`config.mk`:
```
export PLATFORM = sky130hd
export DESIGN_NAME = cfp_fetch_pipeline
export DESIGN_NICKNAME = d
export VERILOG_FILES = /design/src/include/cfp_pkg.sv /design/src/core/cfp_addr_gen.sv /design/src/core/cfp_fetch_pipeline.sv
export SDC_FILE = /design/constraint.sdc
export NUM_CORES = 1
export LEC_CHECK = 0
export CAP_MARGIN = 20
export CORE_MARGIN = 3
export CORE_UTILIZATION = 46
export CTS_BUF_LIST = sky130_fd_sc_hd__clkbuf_16
export DETAILED_ROUTE_END_ITERATION = 7
export DONT_BUFFER_PORTS = 1
export PLACE_DENSITY = 0.66
export SYNTH_ARGS = -nofsm -noshare
export SYNTH_HDL_FRONTEND = slang
export SYNTH_HIERARCHICAL = 1
export SYNTH_SLANG_ARGS = --single-unit
```
`constraint.sdc`:
```
create_clock -name clock -period 4 [get_ports clock]
set_input_delay 0.8 -clock clock [delete_from_list [all_inputs] [get_ports clock]]
set_output_delay 0.8 -clock clock [all_outputs]
set_load 0.03 [all_outputs]
```
`src/include/cfp_pkg.sv`:
```
// Shared constants and types for the fetch pipeline control block.
// Assumes one clock domain and an 8-bit memory data bus with 24-bit addresses.
package cfp_pkg;

  // ----------------------------------------------------------------------
  // Widths and queue depth
  // ----------------------------------------------------------------------
  localparam int CFP_DATA_W = 8;
  localparam int CFP_ADDR_W = 24;
  localparam int CFP_LOG_W = 16;
  localparam int CFP_PAGE_W = 8;
  localparam int CFP_QUEUE_DEPTH = 4;
  localparam int CFP_QIDX_W = 2;
  localparam int CFP_QCNT_W = 3;

  // ----------------------------------------------------------------------
  // Reset values and queue limits
  // ----------------------------------------------------------------------
  localparam logic [CFP_ADDR_W-1:0] CFP_PC_RESET = 24'h000000;
  localparam logic [CFP_PAGE_W-1:0] CFP_PAGE_RESET = 8'h00;
  localparam logic CFP_LONG_RESET = 1'b0;
  localparam logic [CFP_QCNT_W-1:0] CFP_QCNT_ZERO = 3'h0;
  localparam logic [CFP_QCNT_W-1:0] CFP_QCNT_FULL = 3'h4;

  // ----------------------------------------------------------------------
  // Fetch states
  // ----------------------------------------------------------------------
  typedef enum logic [1:0] {
    CFP_FS_IDLE = 2'b00,
    CFP_FS_FETCH = 2'b01,
    CFP_FS_HOLD = 2'b10,
    CFP_FS_FLUSH = 2'b11
  } cfp_fetch_state_t;

  // Data bus source selection.
  typedef enum logic [1:0] {
    CFP_SEL_ACC = 2'b00,
    CFP_SEL_LOW = 2'b01,
    CFP_SEL_MID = 2'b10,
    CFP_SEL_HIGH = 2'b11
  } cfp_data_sel_t;

  // One fetched byte with its instruction boundary marks.
  typedef struct packed {
    logic [CFP_DATA_W-1:0] data;
    logic first;
    logic last;
  } cfp_fetch_byte_t;

  // Execute-stage request for a data access on the memory bus.
  typedef struct packed {
    logic valid;
    logic write;
    logic logical;
    logic [CFP_ADDR_W-1:0] addr;
    cfp_data_sel_t sel;
  } cfp_exec_req_t;

  // Processor operating state flags.
  typedef struct packed {
    logic halt;
    logic sleep;
    logic irq;
    logic debug;
    logic long_address_mode;
  } cfp_mode_t;

endpackage : cfp_pkg

```
`src/core/cfp_addr_gen.sv`:
```
// Address generator: forms every 24-bit memory address.
// Assumes the page base is supplied by the caller's register.
`timescale 1ns/1ps
module cfp_addr_gen (
  // Address in
  input wire logic [cfp_pkg::CFP_ADDR_W-1:0] raw_addr,
  input wire logic is_logical,
  // Mode and page
  input wire logic long_address_mode,
  input wire logic [cfp_pkg::CFP_PAGE_W-1:0] memory_page_base,
  // Address out
  output logic [cfp_pkg::CFP_ADDR_W-1:0] phys_addr
);
  import cfp_pkg::*;

  // ----------------------------------------------------------------------
  // Translation
  // ----------------------------------------------------------------------
  // page above logical
  // Short mode prepends the page base to logical addresses; otherwise the full address passes.
  always_comb begin
    if (is_logical && !long_address_mode) begin
      phys_addr = {memory_page_base, raw_addr[CFP_LOG_W-1:0]};
    end else begin
      phys_addr = raw_addr;
    end
  end

endmodule // cfp_addr_gen

```
`src/core/cfp_fetch_pipeline.sv`:
```
// Fetch and pipeline control: prefetch queue, bus arbitration, flush,
// mode tracking and data selection for an 8-bit core with 24-bit values.
// Assumes a single-cycle synchronous memory: read data returns next cycle.
//
// Functional notes
// - State machine fetches opcodes and operands, marks first and last bytes.
// - Fetched bytes are held while the bus serves data reads or writes.
// - Every prefetched byte is dropped on jump, interrupt or transfer.
// - Next instruction is prefetched while current one executes.
// - An execute-phase bus write blocks operand prefetch that cycle.
// - After a transfer, fetching restarts from the new program counter.
// - Address generator forms every address; the page base is held in page_reg.
// - Data moves over 8 bits; values held up to 24 bits.
// - Data selector picks the data bus source per executing instruction.
// - Mode control tracks halt, sleep, interrupt, debug and long mode.
// - Short mode logical address is page base above the 16-bit address.
// - Reset leaves long-address mode cleared.
`timescale 1ns/1ps
module cfp_fetch_pipeline (
  // Clock and reset
  input wire logic clock,
  input wire logic rst_n,
  // Memory bus
  output logic [cfp_pkg::CFP_ADDR_W-1:0] mem_addr,
  output logic mem_rd,
  output logic mem_wr,
  output logic [cfp_pkg::CFP_DATA_W-1:0] mem_wdata,
  input wire logic [cfp_pkg::CFP_DATA_W-1:0] mem_rdata,
  // Decoder side: instruction length and byte consumption
  input wire logic [1:0] instr_len_m1,
  input wire logic len_valid,
  output cfp_pkg::cfp_fetch_byte_t fetch_byte,
  output logic fetch_valid,
  input wire logic fetch_take,
  // Execute side
  input wire cfp_pkg::cfp_exec_req_t exec_req,
  input wire logic [cfp_pkg::CFP_ADDR_W-1:0] exec_value,
  output logic [cfp_pkg::CFP_DATA_W-1:0] exec_rdata,
  output logic exec_rdata_valid,
  // Control transfer
  input wire logic xfer,
  input wire logic [cfp_pkg::CFP_ADDR_W-1:0] xfer_pc,
  // Mode control
  input wire cfp_pkg::cfp_mode_t mode_set,
  input wire cfp_pkg::cfp_mode_t mode_clr,
  input wire logic page_wr,
  input wire logic [cfp_pkg::CFP_PAGE_W-1:0] page_wdata,
  output cfp_pkg::cfp_mode_t mode,
  output logic [cfp_pkg::CFP_PAGE_W-1:0] memory_page_base,
  output logic [cfp_pkg::CFP_ADDR_W-1:0] fetch_pc
);
  import cfp_pkg::*;

  // ----------------------------------------------------------------------
  // Declarations
  // ----------------------------------------------------------------------
  cfp_fetch_state_t state_reg, state_next;
  cfp_fetch_byte_t queue_reg [CFP_QUEUE_DEPTH];
  logic [CFP_QIDX_W-1:0] rd_ptr_reg, wr_ptr_reg;
  logic [CFP_QCNT_W-1:0] count_reg, count_next;
  logic [CFP_ADDR_W-1:0] pc_reg;
  logic [CFP_PAGE_W-1:0] page_reg;
  cfp_mode_t mode_reg;
  logic [1:0] left_reg;
  logic pend_first_reg;
  logic fetch_inflight_reg;
  logic data_inflight_reg;
  logic pend_last;
  logic bus_busy;
  logic may_fetch;
  logic issue_fetch;
  logic push;
  logic pop;
  logic [CFP_ADDR_W-1:0] gen_addr;
  logic [CFP_ADDR_W-1:0] raw_addr;
  logic raw_logical;

  // True when the queue has room for one more byte including one in flight.
  function automatic logic room_left(input logic [CFP_QCNT_W-1:0] cnt, input logic busy);
    room_left = (cnt + {2'b00, busy}) < CFP_QCNT_FULL;
  endfunction

  // ----------------------------------------------------------------------
  // Bus arbitration
  // ----------------------------------------------------------------------
  // write blocks prefetch
  // Execute data accesses always own the bus; fetch takes it when free.
  assign bus_busy = exec_req.valid;
  assign may_fetch = (state_reg == CFP_FS_FETCH) && !mode_reg.halt && !mode_reg.sleep;
  // retry at same address
  // A blocked fetch leaves pc_reg untouched, so the next free cycle reissues it.
  assign issue_fetch = may_fetch && !bus_busy && !xfer
                       && room_left(count_reg, fetch_inflight_reg);

  always_comb begin
    if (bus_busy) begin
      raw_addr = exec_req.addr;
      raw_logical = exec_req.logical;
    end else begin
      raw_addr = pc_reg;
      raw_logical = 1'b1;
    end
  end

  cfp_addr_gen u_addr_gen (
    .raw_addr(raw_addr),
    .is_logical(raw_logical),
    .long_address_mode(mode_reg.long_address_mode),
    .memory_page_base(page_reg),
    .phys_addr(gen_addr)
  );

  // Memory strobes are combinational handshakes; address follows the grant.
  assign mem_addr = gen_addr;
  assign mem_rd = issue_fetch || (exec_req.valid && !exec_req.write);
  assign mem_wr = exec_req.valid && exec_req.write;

  // ----------------------------------------------------------------------
  // Data selector
  // ----------------------------------------------------------------------
  // data bus source
  // byte lanes of 24-bit value
  // Each write moves one byte; the execute stage picks which lane of its value.
  always_ff @(posedge clock) begin
    if (!rst_n) begin
      mem_wdata <= 8'h00;
    end else begin
      unique case (exec_req.sel)
        CFP_SEL_ACC: mem_wdata <= exec_value[7:0];
        CFP_SEL_LOW: mem_wdata <= exec_value[7:0];
        CFP_SEL_MID: mem_wdata <= exec_value[15:8];
        CFP_SEL_HIGH: mem_wdata <= exec_value[23:16];
      endcase
    end
  end

  // Data read return to the execute stage, two cycles after the request.
  always_ff @(posedge clock) begin
    if (!rst_n) begin
      data_inflight_reg <= 1'b0;
      exec_rdata <= 8'h00;
      exec_rdata_valid <= 1'b0;
    end else begin
      data_inflight_reg <= exec_req.valid && !exec_req.write;
      exec_rdata_valid <= data_inflight_reg;
      if (data_inflight_reg) begin
        exec_rdata <= mem_rdata;
      end
    end
  end

  // ----------------------------------------------------------------------
  // Fetch state machine
  // ----------------------------------------------------------------------
  // fetch state machine
  always_comb begin
    state_next = state_reg;
    unique case (state_reg)
      CFP_FS_IDLE: state_next = CFP_FS_FETCH;
      CFP_FS_FETCH: begin
        if (xfer) begin
          state_next = CFP_FS_FLUSH;
        end else if (mode_reg.halt || mode_reg.sleep) begin
          state_next = CFP_FS_HOLD;
        end
      end
      CFP_FS_HOLD: begin
        if (xfer) begin
          state_next = CFP_FS_FLUSH;
        end else if (!mode_reg.halt && !mode_reg.sleep) begin
          state_next = CFP_FS_FETCH;
        end
      end
      CFP_FS_FLUSH: state_next = CFP_FS_FETCH;
    endcase
  end

  always_ff @(posedge clock) begin
    if (!rst_n) begin
      state_reg <= CFP_FS_IDLE;
    end else begin
      state_reg <= state_next;
    end
  end

  // restart at new PC
  // Program counter advances only when a fetch really went to the bus.
  always_ff @(posedge clock) begin
    if (!rst_n) begin
      pc_reg <= CFP_PC_RESET;
    end else if (xfer) begin
      pc_reg <= xfer_pc;
    end else if (issue_fetch) begin
      pc_reg <= pc_reg + 24'h000001;
    end
  end

  // In-flight fetch tracking; a transfer kills the byte on its way back.
  always_ff @(posedge clock) begin
    if (!rst_n) begin
      fetch_inflight_reg <= 1'b0;
    end else begin
      fetch_inflight_reg <= issue_fetch;
    end
  end

  // ----------------------------------------------------------------------
  // Boundary marking
  // ----------------------------------------------------------------------
  // first and last marks
  // Length arrives from the decoder with the opcode; a one-byte instruction
  // is both first and last. Bytes after the boundary start the next one.
  always_ff @(posedge clock) begin
    if (!rst_n) begin
      left_reg <= 2'h0;
      pend_first_reg <= 1'b1;
    end else if (xfer) begin
      left_reg <= 2'h0;
      pend_first_reg <= 1'b1;
    end else if (push) begin
      if (pend_first_reg) begin
        left_reg <= len_valid ? instr_len_m1 : 2'h0;
        pend_first_reg <= !len_valid || (instr_len_m1 == 2'h0);
      end else begin
        left_reg <= left_reg - 2'h1;
        pend_first_reg <= (left_reg == 2'h1);
      end
    end
  end

  assign pend_last = pend_first_reg ? (!len_valid || instr_len_m1 == 2'h0)
                                    : (left_reg == 2'h1);

  // ----------------------------------------------------------------------
  // Prefetch queue
  // ----------------------------------------------------------------------
  // drop on transfer
  // hold during data access
  // The returning byte is discarded if a transfer lands in the same cycle.
  assign push = fetch_inflight_reg && !xfer;
  assign pop = fetch_valid && fetch_take && !xfer;

  always_comb begin
    count_next = count_reg;
    if (xfer) begin
      count_next = CFP_QCNT_ZERO;
    end else if (push && !pop) begin
      count_next = count_reg + 3'h1;
    end else if (pop && !push) begin
      count_next = count_reg - 3'h1;
    end
  end

  always_ff @(posedge clock) begin
    if (!rst_n) begin
      count_reg <= CFP_QCNT_ZERO;
      rd_ptr_reg <= 2'h0;
      wr_ptr_reg <= 2'h0;
    end else begin
      count_reg <= count_next;
      if (xfer) begin
        rd_ptr_reg <= 2'h0;
        wr_ptr_reg <= 2'h0;
      end else begin
        if (push) begin
          wr_ptr_reg <= wr_ptr_reg + 2'h1;
        end
        if (pop) begin
          rd_ptr_reg <= rd_ptr_reg + 2'h1;
        end
      end
    end
  end

  // prefetch while executing
  // Queue storage; entries persist until consumed by the decoder or dropped by a transfer.
  always_ff @(posedge clock) begin
    if (!rst_n) begin
      for (int i = 0; i < CFP_QUEUE_DEPTH; i++) begin
        queue_reg[i] <= '0;
      end
    end else if (push) begin
      queue_reg[wr_ptr_reg] <= '{data: mem_rdata, first: pend_first_reg, last: pend_last};
    end
  end

  assign fetch_valid = (count_reg != CFP_QCNT_ZERO);
  assign fetch_byte = queue_reg[rd_ptr_reg];
  assign fetch_pc = pc_reg;

  // ----------------------------------------------------------------------
  // Mode control
  // ----------------------------------------------------------------------
  // operating state
  // reset in short mode
  // Set wins over clear so a same-cycle event is never lost.
  always_ff @(posedge clock) begin
    if (!rst_n) begin
      mode_reg <= '{halt: 1'b0, sleep: 1'b0, irq: 1'b0, debug: 1'b0,
                    long_address_mode: CFP_LONG_RESET};
    end else begin
      mode_reg <= (mode_reg & ~mode_clr) | mode_set;
    end
  end

  // page base register
  // The page base may only change while in long mode, guarding short-mode code.
  always_ff @(posedge clock) begin
    if (!rst_n) begin
      page_reg <= CFP_PAGE_RESET;
    end else if (page_wr && mode_reg.long_address_mode) begin
      page_reg <= page_wdata;
    end
  end

  assign mode = mode_reg;
  assign memory_page_base = page_reg;

endmodule // cfp_fetch_pipeline

```
# [Word level (Yosys, flattened, before mapping)]
# Memory sizes are Yosys's and may differ from the RTL's. A register that Yosys moved wholly into a read port is not among the register bits.
# Index checks and enable logic that the tools add are counted.
[totals] register_bits=68 ram_bits=40 in_bits=111 word_cells=103 memories=1
[op_classes] addsub=7 magnitude_cmp=1 eq_ne=9 mux=25 bitwise_logic=4 reduce_logical=38
[mem_list] name="queue_reg" depth=4 word_bits=10 read_ports=1 rd_clocked_by_memory_dff=1 wr=4 line="cfp_fetch_pipeline.sv:58" text="cfp_fetch_byte_t queue_reg [CFP_QUEUE_DEPTH];"
[op_table] cell="24-bit 2-to-1 mux" n=4
[op_table] cell="24-bit by 1-bit adder with 24-bit output (second input constant)" n=1
[op_table] cell="8-bit one-hot mux with 3 select lines" n=1
[op_table] cell="2-bit 2-to-1 mux" n=9
[op_table] cell="1-bit logical AND" n=15
[op_table] cell="10-bit 2-to-1 mux" n=1
[op_table] cell="10-bit OR reduction" n=1
[op_table] cell="1-bit zero test" n=9
[op_table] cell="2-bit equality test (second input constant)" n=4
[op_table] cell="1-bit 2-to-1 mux" n=7
[op_table] cell="2-bit by 1-bit equality test with 1-bit output (second input constant)" n=3
[op_table] cell="2-bit zero test" n=3
[op_table] cell="3-bit 2-to-1 mux" n=2
[op_table] cell="2-bit one-hot mux with 3 select lines" n=1
[op_table] cell="2-bit OR reduction" n=3
[op_table] cell="5-bit AND" n=1
[op_table] cell="5-bit inverter" n=1
[op_table] cell="5-bit bitwise OR" n=1
[op_table] cell="2-bit by 1-bit adder with 2-bit output (second input constant)" n=2
[op_table] cell="2-bit nonzero test" n=2
[op_table] cell="3-bit by 1-bit adder with 3-bit output" n=1
[op_table] cell="3-bit by 1-bit adder with 3-bit output (second input constant)" n=1
[op_table] cell="1-bit logical OR" n=3
[op_table] cell="3-bit less-than comparator (second input constant)" n=1
[op_table] cell="other kinds (7)" n=7

# [Longest topological paths before layout]
# Gate-level depths: netlist of the first run.
[logic_depth] ltp_word=8 mapped_depth=10 depth_no_buf=9

# [Cells and area by module]
# The synthesis of the first run kept the hierarchy.
[by_module_without_submodules] mod="cfp_fetch_pipeline" instances=1 cells_each=531 area_each_um2=5222.5 seq_area_each_um2=2602.5
[by_module_without_submodules] mod="cfp_addr_gen" instances=1 cells_each=26 area_each_um2=265.3 seq_area_each_um2=0.0

# [Worst setup path before layout of the first run]
# OpenSTA, ideal clock, no wires.
[synth_timing] path_kind="input -> output" start="input port exec_req[28] (netlist name)" end="output port mem_rd" t_arrival_ps=2223 required_time_ps=3200 setup_slack_ps=977 path_stages=4 n_path_buf=2 path_cell_list="clkbuf_1 > clkbuf_1 > inv_1 > o21ai_0"
[synth_between] elab_chain_cells=5
[synth_rtl] item="start, declared" line="cfp_fetch_pipeline.sv:36" text="input wire cfp_pkg::cfp_exec_req_t exec_req,"
[synth_rtl] item="1-bit zero test" line="cfp_fetch_pipeline.sv:92" text="assign issue_fetch = may_fetch && !bus_busy && !xfer"
[synth_rtl] item="1-bit logical AND (2 in a row)" line="cfp_fetch_pipeline.sv:92"
[synth_rtl] item="1-bit logical AND" line="cfp_fetch_pipeline.sv:93" text="&& room_left(count_reg, fetch_inflight_reg);"
[synth_rtl] item="1-bit logical OR (*)" line="cfp_fetch_pipeline.sv:115" text="assign mem_rd = issue_fetch || (exec_req.valid && !exec_req.write);"
[synth_rtl] item="end, declared" line="cfp_fetch_pipeline.sv:25" text="output logic mem_rd,"
# Mark *: on every way between the ends. The rest lies on a longest branch, timed or not.

# [Worst setup path in the final report of the first run]
[layout_timing] start="register mode_reg, in the netlist mode[3]" end="output port mem_rd"
[layout_between] elab_chain_cells=6
[layout_rtl] item="start, declared" line="cfp_fetch_pipeline.sv:63" text="cfp_mode_t mode_reg;"
[layout_rtl] item="start signal, assigned" line="cfp_fetch_pipeline.sv:299" text="mode_reg <= '{halt: 1'b0, sleep: 1'b0, irq: 1'b0, debug: 1'b0,"
[layout_rtl] item="start signal, assigned" line="cfp_fetch_pipeline.sv:302" text="mode_reg <= (mode_reg & ~mode_clr) | mode_set;"
[layout_rtl] item="1-bit zero test" line="cfp_fetch_pipeline.sv:89" text="assign may_fetch = (state_reg == CFP_FS_FETCH) && !mode_reg.halt && !mode_reg.sleep;"
[layout_rtl] item="1-bit logical AND" line="cfp_fetch_pipeline.sv:89"
[layout_rtl] item="1-bit logical AND (2 in a row)" line="cfp_fetch_pipeline.sv:92"
[layout_rtl] item="1-bit logical AND" line="cfp_fetch_pipeline.sv:93"
[layout_rtl] item="1-bit logical OR" line="cfp_fetch_pipeline.sv:115"
# Every way passes these cells.

==> results by group, run 1 <==
Run status
  – Outcome: completed

Finish
  – Nets: 640
  – Commonest non-fill, non-tap cells in the layout: 70 x dfxtp_1, 63 x nand2_1, 55 x nor2_1
  – Share of layout cells above drive strength 1: 12.3%
  – Most common cell after layout, fill and taps aside: dfxtp_1
  – Fillers: 1,083
  – Antenna Diode Count: 0
  – Max reg flops: 40
  – P&R area growth vs syn: 4.31%

Critical path
  – Crit path DAT: approximately 2200 ps
  – Crit-path cells: or3_4, nor4b_4, nand2_2, o21ai_0
  – Type of origin of the critical path: register
  – Reg2reg end: count_reg[2]
  – WP buf/inv: 0
  – CP required: 3200 ps
  – CP top delay family: simple AND/OR/NAND/NOR gates
  – Crit Path Category: register to output pin
  – Critical Path End Type: output pin
  – Largest fanout on the critical path: 7
  – Worst reg2reg setup slack: 1440 ps
  – R2r worst-path depth: 9
  – Slowest CP cell: dfxtp_1
  – R2R Path Start: count_reg[2]
  – Max incr delay on CP: 460 ps

Detailed routing
  – Drt wl/cell: 20.9 um
  – Drt drc: 0
  – Routed vias: 4,031
  – Wire length on met2: 6.96 mm
  – Drt first-iter violations: 249
  – Final wirelength: around 14 mm
  – M1 wire length: 5.60 mm
  – Highest Signal Layer: met4
  – Antenna Nets Post-Route: 0
  – DR WL met3: roughly 1.2 mm
  – Via density: 5.99
  – Detailed Routing Iterations Pass 1: 5

Synthesis
  – #FFs+latches synth: 110
  – Ys flop type: dfxtp_1
  – Post-synth EDFFs: 40
  – Ys async rst share: 0%
  – Synth cell types: 62
  – Syn_nets: 672
  – Post-Synthesis Cells: 557
  – Synthesized area per cell: 9.85 sq um
  – Yosys warnings: 6
  – Mapped Area: 5490 sq um
  – Sequential cell area fraction in the yosys report: 47.4%

Min path
  – Worst min path class: register to register
  – Worst Min Path Start: left_reg[1]
  – WHS Path Cells: 2
  – Worst Hold End: left_reg[1]

Die
  – Die Y: 115 um
  – Die W: 115 um
  – Die ar.: 13,300 sq um
  – Io pins: 202
  – Row count: 39
  – Core area: 11,500 sq um
  – Initial core utilization: 47.7%

STA
  – Final period utilization: between 70% and 80%
  – Final-report hold violation count: 0
  – Slew HR: 26.4%
  – Crit path time final: 3010 ps
  – Least-Margin Pin Slew: around 1100 ps
  – Max Slew Vio Count: 0
  – Fmax: 332 MHz
  – Setup TNS Final: 0 ps
  – Final setup vio count: 0
  – Setup Skew: about 8.4 ps
  – RSZ-0062 raised after global routing: false

Flow run
  – Max Cap Violations: 0

Global routing
  – GR Overflow Total: 0
  – Tot GR Track Use: 20.9%
  – Largest net degree at the start of global routing: 53
  – Vias in the first global route: 4,010
  – Initial antenna violation count: 0
  – First-pass GRT wire length: between 20 and 25 mm

CTS
  – Clock tree buffer depth: 2
  – Worst-Skew Late Latency: 350 ps
  – PostCTS Resize Cnt: 0
  – Root buffer cell: clkbuf_16
  – CTS tree: done
  – Cts hold-fix bufs: 0
  – Total CTS buffers: 9
  – Worst-path clk slew: 70 ps
  – H-tree depth: 3
  – Clk sinks: 110
  – Setup Buffers After CTS: 0

Place
  – DP HPWL: around 10 mm
  – PortBufs: 0
  – GP Congestion: 0.822

Pwr
  – Power Dens Cells: 413 nW/um^2
  – Total power: 2.36 mW
  – Peak VDD IR: about 0.23 mV
  – Pleak: 2.11 nW
## how the worst max path moves through the flow
stage               slack [ps]     end  cells after the start          from
floorplan                  980  mem_rd                      4  exec_req[28]
global route               830  mem_rd                      4       mode[3]
CTS                        960  mem_rd                      4       mode[3]
detailed placement        1040  mem_rd                      4          xfer
finish                     990  mem_rd                      4       mode[3]
global placement          1060  mem_rd                      4          xfer
## synthesized netlist by cell type (all sizes together) (7+ instances only)
master,n,area [sq um]
clkbuf,25,93.8
inv,30,113
a31oi,10,62.6
a211oi,9,67.6
edfxtp,40,1200
and2,12,75.1
nand4,7,43.8
nor3,9,61.3
o21ai,24,120
nand3,17,90.1
dfxtp,70,1400
and3,7,43.8
nand2,64,243
a21oi,30,150
mux2i,17,170
mux4,10,225
mux2,24,300
buf,24,169
nor2,56,218
## metrics by stage
stage,setup WS [ps],instance area (sq um),utilization (%),std cells,hold slack (ps)
floorplan,977,5490,-,557,478
global placement,1060,5450,47.3,657,496
detailed placement,1040,5450,47.3,657,501
CTS,964,5720,49.7,673,504
global route,831,5720,49.7,673,504
finish,989,5720,49.7,673,507
## worst reg2reg max path: cells and delay by family (launching register included)
family	cells	cell delay, ps
adders and majority gates	2	540
xor gates and xnor gates	1	160
AOI/OAI and AO/OA	1	160
and+or+nand+nor	3	1160
buffers and inverters	2	120
DFF	1	360
## routing by layer
metal	up-vias	track usage, %
met4	0	8.29
li1	1918	-
met1	1928	24.4
met5	-	0
met3	20	7.00
met2	165	35.5
## report_power, final
group | leakage (nW) | total (mW) | switching (mW) | internal, mW
logic | 0.983 | 0.211 | 0.133 | 0.0783
clock network | 0.139 | 0.844 | 0.417 | 0.426
registers | 0.988 | 1.31 | 0.108 | 1.20
## final cells by class
cell class / instances / area [sq um] / area share (%)
sequential: 110 / 2600 / 45.5
clock buffer: 9 / 225 / 3.93
inverter: 30 / 113 / 1.97
clock inverter: 7 / 50.0 / 0.874
tap: 143 / 179 / 3.13
timing repair buffer: 6 / 45.0 / 0.787
multi-input combinational: 368 / 2510 / 43.8
## cells by family after synthesis
logic type                 after synthesis  share of synthesized area, %
buffers and inverters                   79                          6.84
AOI/OAI and AO/OA                      106                          12.5
xor gates and xnor gates                 9                          1.44
muxes                                   51                          12.7
and+or+nand+nor                        198                          18.1
DFF                                    110                          47.4
adders and majority gates                4                          1.05
No activity file was read; power rests on OpenSTA's default activity.
==> run 2: changes to the inputs <==
ABC_AREA = 1   (was unset)
clock period = 2.9 ns   (was 4 ns; I/O delays follow)
==> results by group, run 2 <==
Global routing
  – First-pass GRT wire length: 24.7 mm (+15%)
  – Initial antenna violation count: 0 (unchanged)
  – Vias in the first global route: 4,955 (+24%)
  – Largest net degree at the start of global routing: 47 (-11%)
  – GR Overflow Total: 0 (unchanged)
  – Tot GR Track Use: 21.7% (+0.81 points)

Critical path
  – Worst reg2reg setup slack: 810 ps (-630 ps)
  – Max incr delay on CP: 430 ps (-30 ps)
  – Type of origin of the critical path: register
  – Critical Path End Type: output pin
  – CP required: 2320 ps (-880 ps)
  – Crit-path cells: nor2_1, nand2_1, nor2_4, nand2_8, o21ai_0
  – Crit path DAT: 1850 ps (-360 ps)
  – WP buf/inv: 0 (unchanged)
  – Crit Path Category: register to output pin
  – Largest fanout on the critical path: 19 (+12)
  – Slowest CP cell: dfxtp_1
  – CP top delay family: simple AND/OR/NAND/NOR gates

Pwr
  – Pleak: 2.76 nW (+31%)
  – Gate power share: 10.5% (+1.6 points)
  – Internal Power: 2.48 mW (+45%)
  – Net Sw Power: 1.04 mW (+58%)
  – Power Dens Cells: 557 nW/um^2 (+35%)
  – Peak VDD IR: 0.251 mV (+8.0%)
  – Switching portion of total power: 29.5% (+1.7 points)
  – Register share of total power: 51.5% (-3.9 points)
  – Clock Power Share: 38.0% (+2.3 points)

Die
  – Die ar.: 14,100 sq um (+5.8%)
  – Row count: 40 (+2.6%)
  – Die Y: 119 um (+2.9%)
  – Core area: 12,200 sq um (+6.0%)
  – Initial core utilization: 47.7% (+0.062 points)
  – Die W: 119 um (+2.9%)
  – Io pins: 202 (unchanged)

STA
  – Max Slew Vio Count: 0 (unchanged)
  – Fmax: 411 MHz
  – Least-Margin Pin Slew: 985 ps (-107 ps)
  – Final hold slack: 295 ps (-213 ps)
  – Setup Skew: 11.2 ps (+2.87 ps)
  – Setup TNS Final: 0 ps (unchanged)
  – Slew HR: 33.6% (+7.2 points)
  – Final-report hold violation count: 0 (unchanged)
  – RSZ-0062 raised after global routing: false
  – Final period utilization: 83.9%
  – Crit path time final: 2430 ps
  – Final setup vio count: 0 (unchanged)

Finish
  – Commonest non-fill, non-tap cells in the layout: 197 x nand2_1, 109 x nor2_1, 82 x inv_1
  – Final core utilization: 51.6% (+1.9 points)
  – Antenna Diode Count: 0 (unchanged)
  – Most common cell after layout, fill and taps aside: nand2_1
  – Nets: 907 (+42%)
  – P&R area growth vs syn: 8.12%
  – Share of layout cells above drive strength 1: 9.16% (-3.1 points)
  – Layout Cells excl Fill: 965 (+43%)
  – Max reg flops: 40 (unchanged)

Synthesis
  – Sequential cell area fraction in the yosys report: 44.7% (-2.8 points)
  – Cell type with the largest total area after synthesis: dfxtp_1
  – Synth cell types: 40 (-35%)
  – Ranking of synthesized cells by area: dfxtp_1 24%, edfxtp_1 21%, nand2_1 13%, nor2_1 7.0%, o21ai_0 6.6%
  – Mapped Area: 5830 sq um (+6.2%)
  – Ys flop type: dfxtp_1
  – Synth top area share: 24.0% (-1.5 points)
  – Most frequent cells after synthesis: 197 x nand2_1, 109 x nor2_1, 82 x inv_1
  – #FFs+latches synth: 110 (unchanged)
  – Yosys warnings: 6 (unchanged)
  – Ys async rst share: 0% (unchanged)
  – Synthesized area per cell: 7.31 sq um (-26%)
  – Post-synth EDFFs: 40 (unchanged)
  – Post-Synthesis Cells: 797 (+43%)
  – Most frequent cell after synthesis: nand2_1
  – Syn_nets: 912 (+36%)

Place
  – Placed Cells: 949 (+44%)
  – PortBufs: 0 (unchanged)
  – GP Congestion: 0.894 (+8.8%)
  – DP HPWL: 11.6 mm (+13%)

CTS
  – Total CTS buffers: 9 (unchanged)
  – Cts hold-fix bufs: 0 (unchanged)
  – Clk sinks: 110 (unchanged)
  – Worst-Skew Late Latency: 360 ps (about the same)
  – Worst-path clk slew: 80 ps (about the same)
  – H-tree depth: 3 (unchanged)
  – Setup Buffers After CTS: 0 (unchanged)
  – Clock tree buffer depth: 2 (unchanged)
  – Root buffer cell: clkbuf_16
  – CTS tree: done
  – PostCTS Resize Cnt: 0 (unchanged)

Detailed routing
  – Drt drc: 0 (unchanged)
  – Drt first-iter violations: 388 (+56%)
  – Final wirelength: 15.5 mm (+11%)
  – Via density: 5.38 (-10%)
  – Drt wl/cell: 16.1 um (-23%)
  – Detailed Routing Iterations Pass 1: 5 (unchanged)
  – Routed vias: 5,195 (+29%)
  – Antenna Nets Post-Route: 0 (unchanged)

Run status
  – Outcome: completed

Min path
  – Worst min path class: input port to register

Flow run
  – Max Cap Violations: 0 (unchanged)
-- run 2: area by class of cell --
| class | instances | area, sq um |
|---|---|---|
| fill | 1236 | 5910 |
| multi-input combinational | 551 | 2610 |
| sequential | 110 | 2600 |
| inverter | 93 | 354 |
| clock buffer | 9 | 225 |
| tap | 168 | 210 |
| timing repair buffer | 27 | 203 |
| clock inverter | 7 | 100 |
-- run 2: power groups by stage --
stage / logic [mW] / registers, mW / clock network [mW]
finish: 0.367 / 1.81 / 1.34
global route: 0.411 / 1.82 / 1.43
CTS: 0.370 / 1.81 / 1.37
detailed placement: 0.369 / 1.85 / 0
global placement: 0.363 / 1.84 / 0
floorplan: 0.323 / 1.83 / 0
-- run 2: logic make-up (layout without fill, tap and decap cells) --
kind of cell | after synthesis | after routing | share of synthesized area (%)
flops | 110 | 110 | 44.7
simple gates | 402 | 402 | 30.3
fa+ha+maj | 4 | 4 | 0.988
buf+inv | 136 | 136 | 10.6
compound gates | 139 | 139 | 12.5
xor+xnor | 6 | 6 | 0.902
-- run 2: routing by layer --
layer	global-route usage (%)	share of wire, %	vias up
met1	25.2	40	2420
met5	0	0	-
li1	-	-	2561
met3	6.12	8.0	21
met4	7.82	2.0	0
met2	38.2	50	193
-- run 2: path summary, 6_finish.rpt --
kind                            depth (start not counted)     startpoint                end
worst max register to register                         10   count_reg[1]       count_reg[2]
worst max-delay path                                    5        mode[3]             mem_rd
worst min-delay path                                    1   exec_req[27]  data_inflight_reg
worst min register to register                          2  rd_ptr_reg[1]           register
-- run 2: stage by stage --
| stage | power (mW) | instance area, sq um | worst slack, ps |
|---|---|---|---|
| 6_report | 3.51 | 6300 | 467 |
| 3_5_place_dp | 2.21 | 5970 | 582 |
| 3_3_place_gp | 2.21 | 5970 | 609 |
| 2_1_floorplan | 2.15 | 5830 | 609 |
| 4_1_cts | 3.55 | 6300 | 425 |
| 5_1_grt | 3.66 | 6300 | 298 |
-- run 2: worst reg2reg max path, cell delays in order, from the launching register on --
cell	delay (ps)
dfxtp_1	360
nor2_1	100
nand2_1	240
nand3_1	180
ha_1	150
inv_1	60
fa_1	380
a21oi_1	150
o21ai_0	120
o21ai_0	180
a21oi_1	50
==> run 3: changes to the inputs <==
clock period = 2.53 ns   (was 2.9 ns; I/O delays follow)
==> results by group, run 3 (synthesized netlist as in run 2, its figures left out) <==
Detailed routing
  – Detailed Routing Iterations Pass 1: 6 (+1)
  – Drt first-iter violations: 408 (+5.2%)
  – Drt drc: 0 (unchanged)
  – Routed vias: 5,214 (+0.37%)
  – Antenna Nets Post-Route: 0 (unchanged)
  – Via density: 5.35 (-0.66%)
  – Drt wl/cell: 16.4 um (+1.6%)
  – Final wirelength: 15.9 mm (+2.7%)

CTS
  – PostCTS Resize Cnt: 0 (unchanged)
  – Clk sinks: 110 (unchanged)
  – Worst-Skew Late Latency: 350 ps (about the same)
  – Worst-path clk slew: 70 ps (about the same)
  – Root buffer cell: clkbuf_16
  – H-tree depth: 3 (unchanged)
  – Clock tree buffer depth: 2 (unchanged)
  – Total CTS buffers: 9 (unchanged)
  – Cts hold-fix bufs: 0 (unchanged)
  – CTS tree: done
  – Setup Buffers After CTS: 0 (unchanged)

Place
  – PortBufs: 0 (unchanged)
  – DP Worst Slack: 487 ps (-95.2 ps)
  – DP HPWL: 11.6 mm (about the same)
  – GP Congestion: 0.873 (-2.3%)

Finish
  – Antenna Diode Count: 0 (unchanged)
  – Max reg flops: 40 (unchanged)
  – Share of layout cells above drive strength 1: 10.0% (+0.88 points)
  – P&R area growth vs syn: 8.52%
  – Nets: 917 (+1.1%)
  – Commonest non-fill, non-tap cells in the layout: 197 x nand2_1, 109 x nor2_1, 83 x inv_1
  – Most common cell after layout, fill and taps aside: nand2_1
  – Fillers: 1,244 (+0.65%)

STA
  – Slew HR: 62.3% (+29 points)
  – Final period utilization: 89.1%
  – Setup Skew: 3.99 ps (-7.24 ps)
  – Max Slew Vio Count: 0 (unchanged)
  – Final setup vio count: 0 (unchanged)
  – Final setup margin: 277 ps (-190 ps)
  – RSZ-0062 raised after global routing: false
  – Setup TNS Final: 0 ps (unchanged)
  – Final-report hold violation count: 0 (unchanged)
  – Least-Margin Pin Slew: 565 ps (-420 ps)
  – Fmax: between 400 and 500 MHz
  – Crit path time final: 2250 ps

Critical path
  – Max incr delay on CP: 430 ps (about the same)
  – CP required: 2020 ps (-300 ps)
  – Critical Path End Type: output pin
  – Slowest CP cell: dfxtp_1
  – Crit-path cells: nor2_1, nand2_1, nor2_4, nand2_8, o21ai_0, buf_4
  – Crit Path Category: register to output pin
  – Type of origin of the critical path: register
  – Crit path DAT: 1750 ps (-100 ps)
  – Largest fanout on the critical path: 19 (unchanged)

Global routing
  – Tot GR Track Use: 22.4% (+0.63 points)
  – Largest net degree at the start of global routing: 47 (unchanged)
  – Vias in the first global route: 5,139 (+3.7%)
  – First-pass GRT wire length: 25.5 mm (+3.4%)
  – Initial antenna violation count: 0 (unchanged)
  – GR Overflow Total: 0 (unchanged)

Die
  – Initial core utilization: 47.7% (unchanged)
  – Die Y: 119 um (unchanged)
  – Core area: 12,200 sq um (unchanged)
  – Die W: 119 um (unchanged)
  – Row count: 40 (unchanged)
  – Die ar.: 14,100 sq um (unchanged)
  – Io pins: 202 (unchanged)

Pwr
  – Peak VDD IR: 0.312 mV (+24%)
  – Switching portion of total power: 29.6% (+0.090 points)
  – Total power: 3.86 mW (+9.8%)
  – Gate power share: 11.6% (+1.1 points)
  – Register share of total power: 53.4% (+1.9 points)
  – Net Sw Power: 1.14 mW (+10%)
  – Internal Power: 2.71 mW (+9.6%)
  – Pleak: 2.79 nW (+0.87%)
  – Clock Power Share: 34.9% (-3.1 points)
  – Power Dens Cells: 610 nW/um^2 (+9.4%)

Min path
  – Worst min path class: input port to register

Run status
  – Outcome: completed

Flow run
  – Max Cap Violations: 0 (unchanged)
[run 3: cell count changes in the layout (fill, tap and decap cells not counted), sizes merged]
cell and change:
buf +10, inv -1, clkinvlp +2, bufinv -1
[run 3: cell type report]
cell class                 instances  area, sq um  area share [%]
clock buffer                       9          225            3.56
clock inverter                     7         48.8           0.772
inverter                          93          354            5.60
multi-input combinational        551         2610            41.2
sequential                       110         2600            41.2
tap                              168          210            3.32
timing repair buffer              37          278            4.39
[run 3: through the flow]
step           instances  hold slack [ps]  area (sq um)  util (%)
3_5_place_dp         959              477          6050      49.5
3_3_place_gp         959              450          6050      49.5
5_1_grt              975              220          6320      51.8
6_report             975              220          6320      51.8
2_1_floorplan        797              436          5830         -
4_1_cts              975              209          6320      51.8
[run 3: worst max-delay path, delay by kind of cell (launching register included)]
kind,cells,cell delay (ps)
flip-flops,1,430
AND/OR/NAND/NOR,4,670
AO/OA/AOI/OAI,1,110
buffers and inverters,1,180
[run 3: final timing paths]
path | start | end | slack (ps) | depth (start not counted)
max | mode[3] | mem_rd | 280 | 6
min | exec_req[27] | data_inflight_reg | 220 | 1
max reg2reg | fetch_inflight_reg | count_reg[2] | 590 | 9
min reg2reg | rd_ptr_reg[1] | register | 490 | 2
[run 3: metal layers]
| metal | up-vias | GRT usage (%) | wire length (um) |
|---|---|---|---|
| met1 | 2437 | 26.1 | 6320 |
| met2 | 190 | 40.0 | 8090 |
| met3 | 20 | 5.07 | 1210 |
| met4 | 0 | 8.04 | 322 |
| met5 | - | 0 | 0 |
| li1 | 2567 | - | - |
[run 3: power by group through the flow]
stage / clock (mW) / combinational, mW / sequential, mW
after floorplan: 0 / 0.371 / 2.10
after global placement: 0 / 0.439 / 2.10
after detailed placement: 0 / 0.447 / 2.10
after CTS: 1.38 / 0.449 / 2.06
after global routing: 1.45 / 0.495 / 2.07
final: 1.35 / 0.448 / 2.06
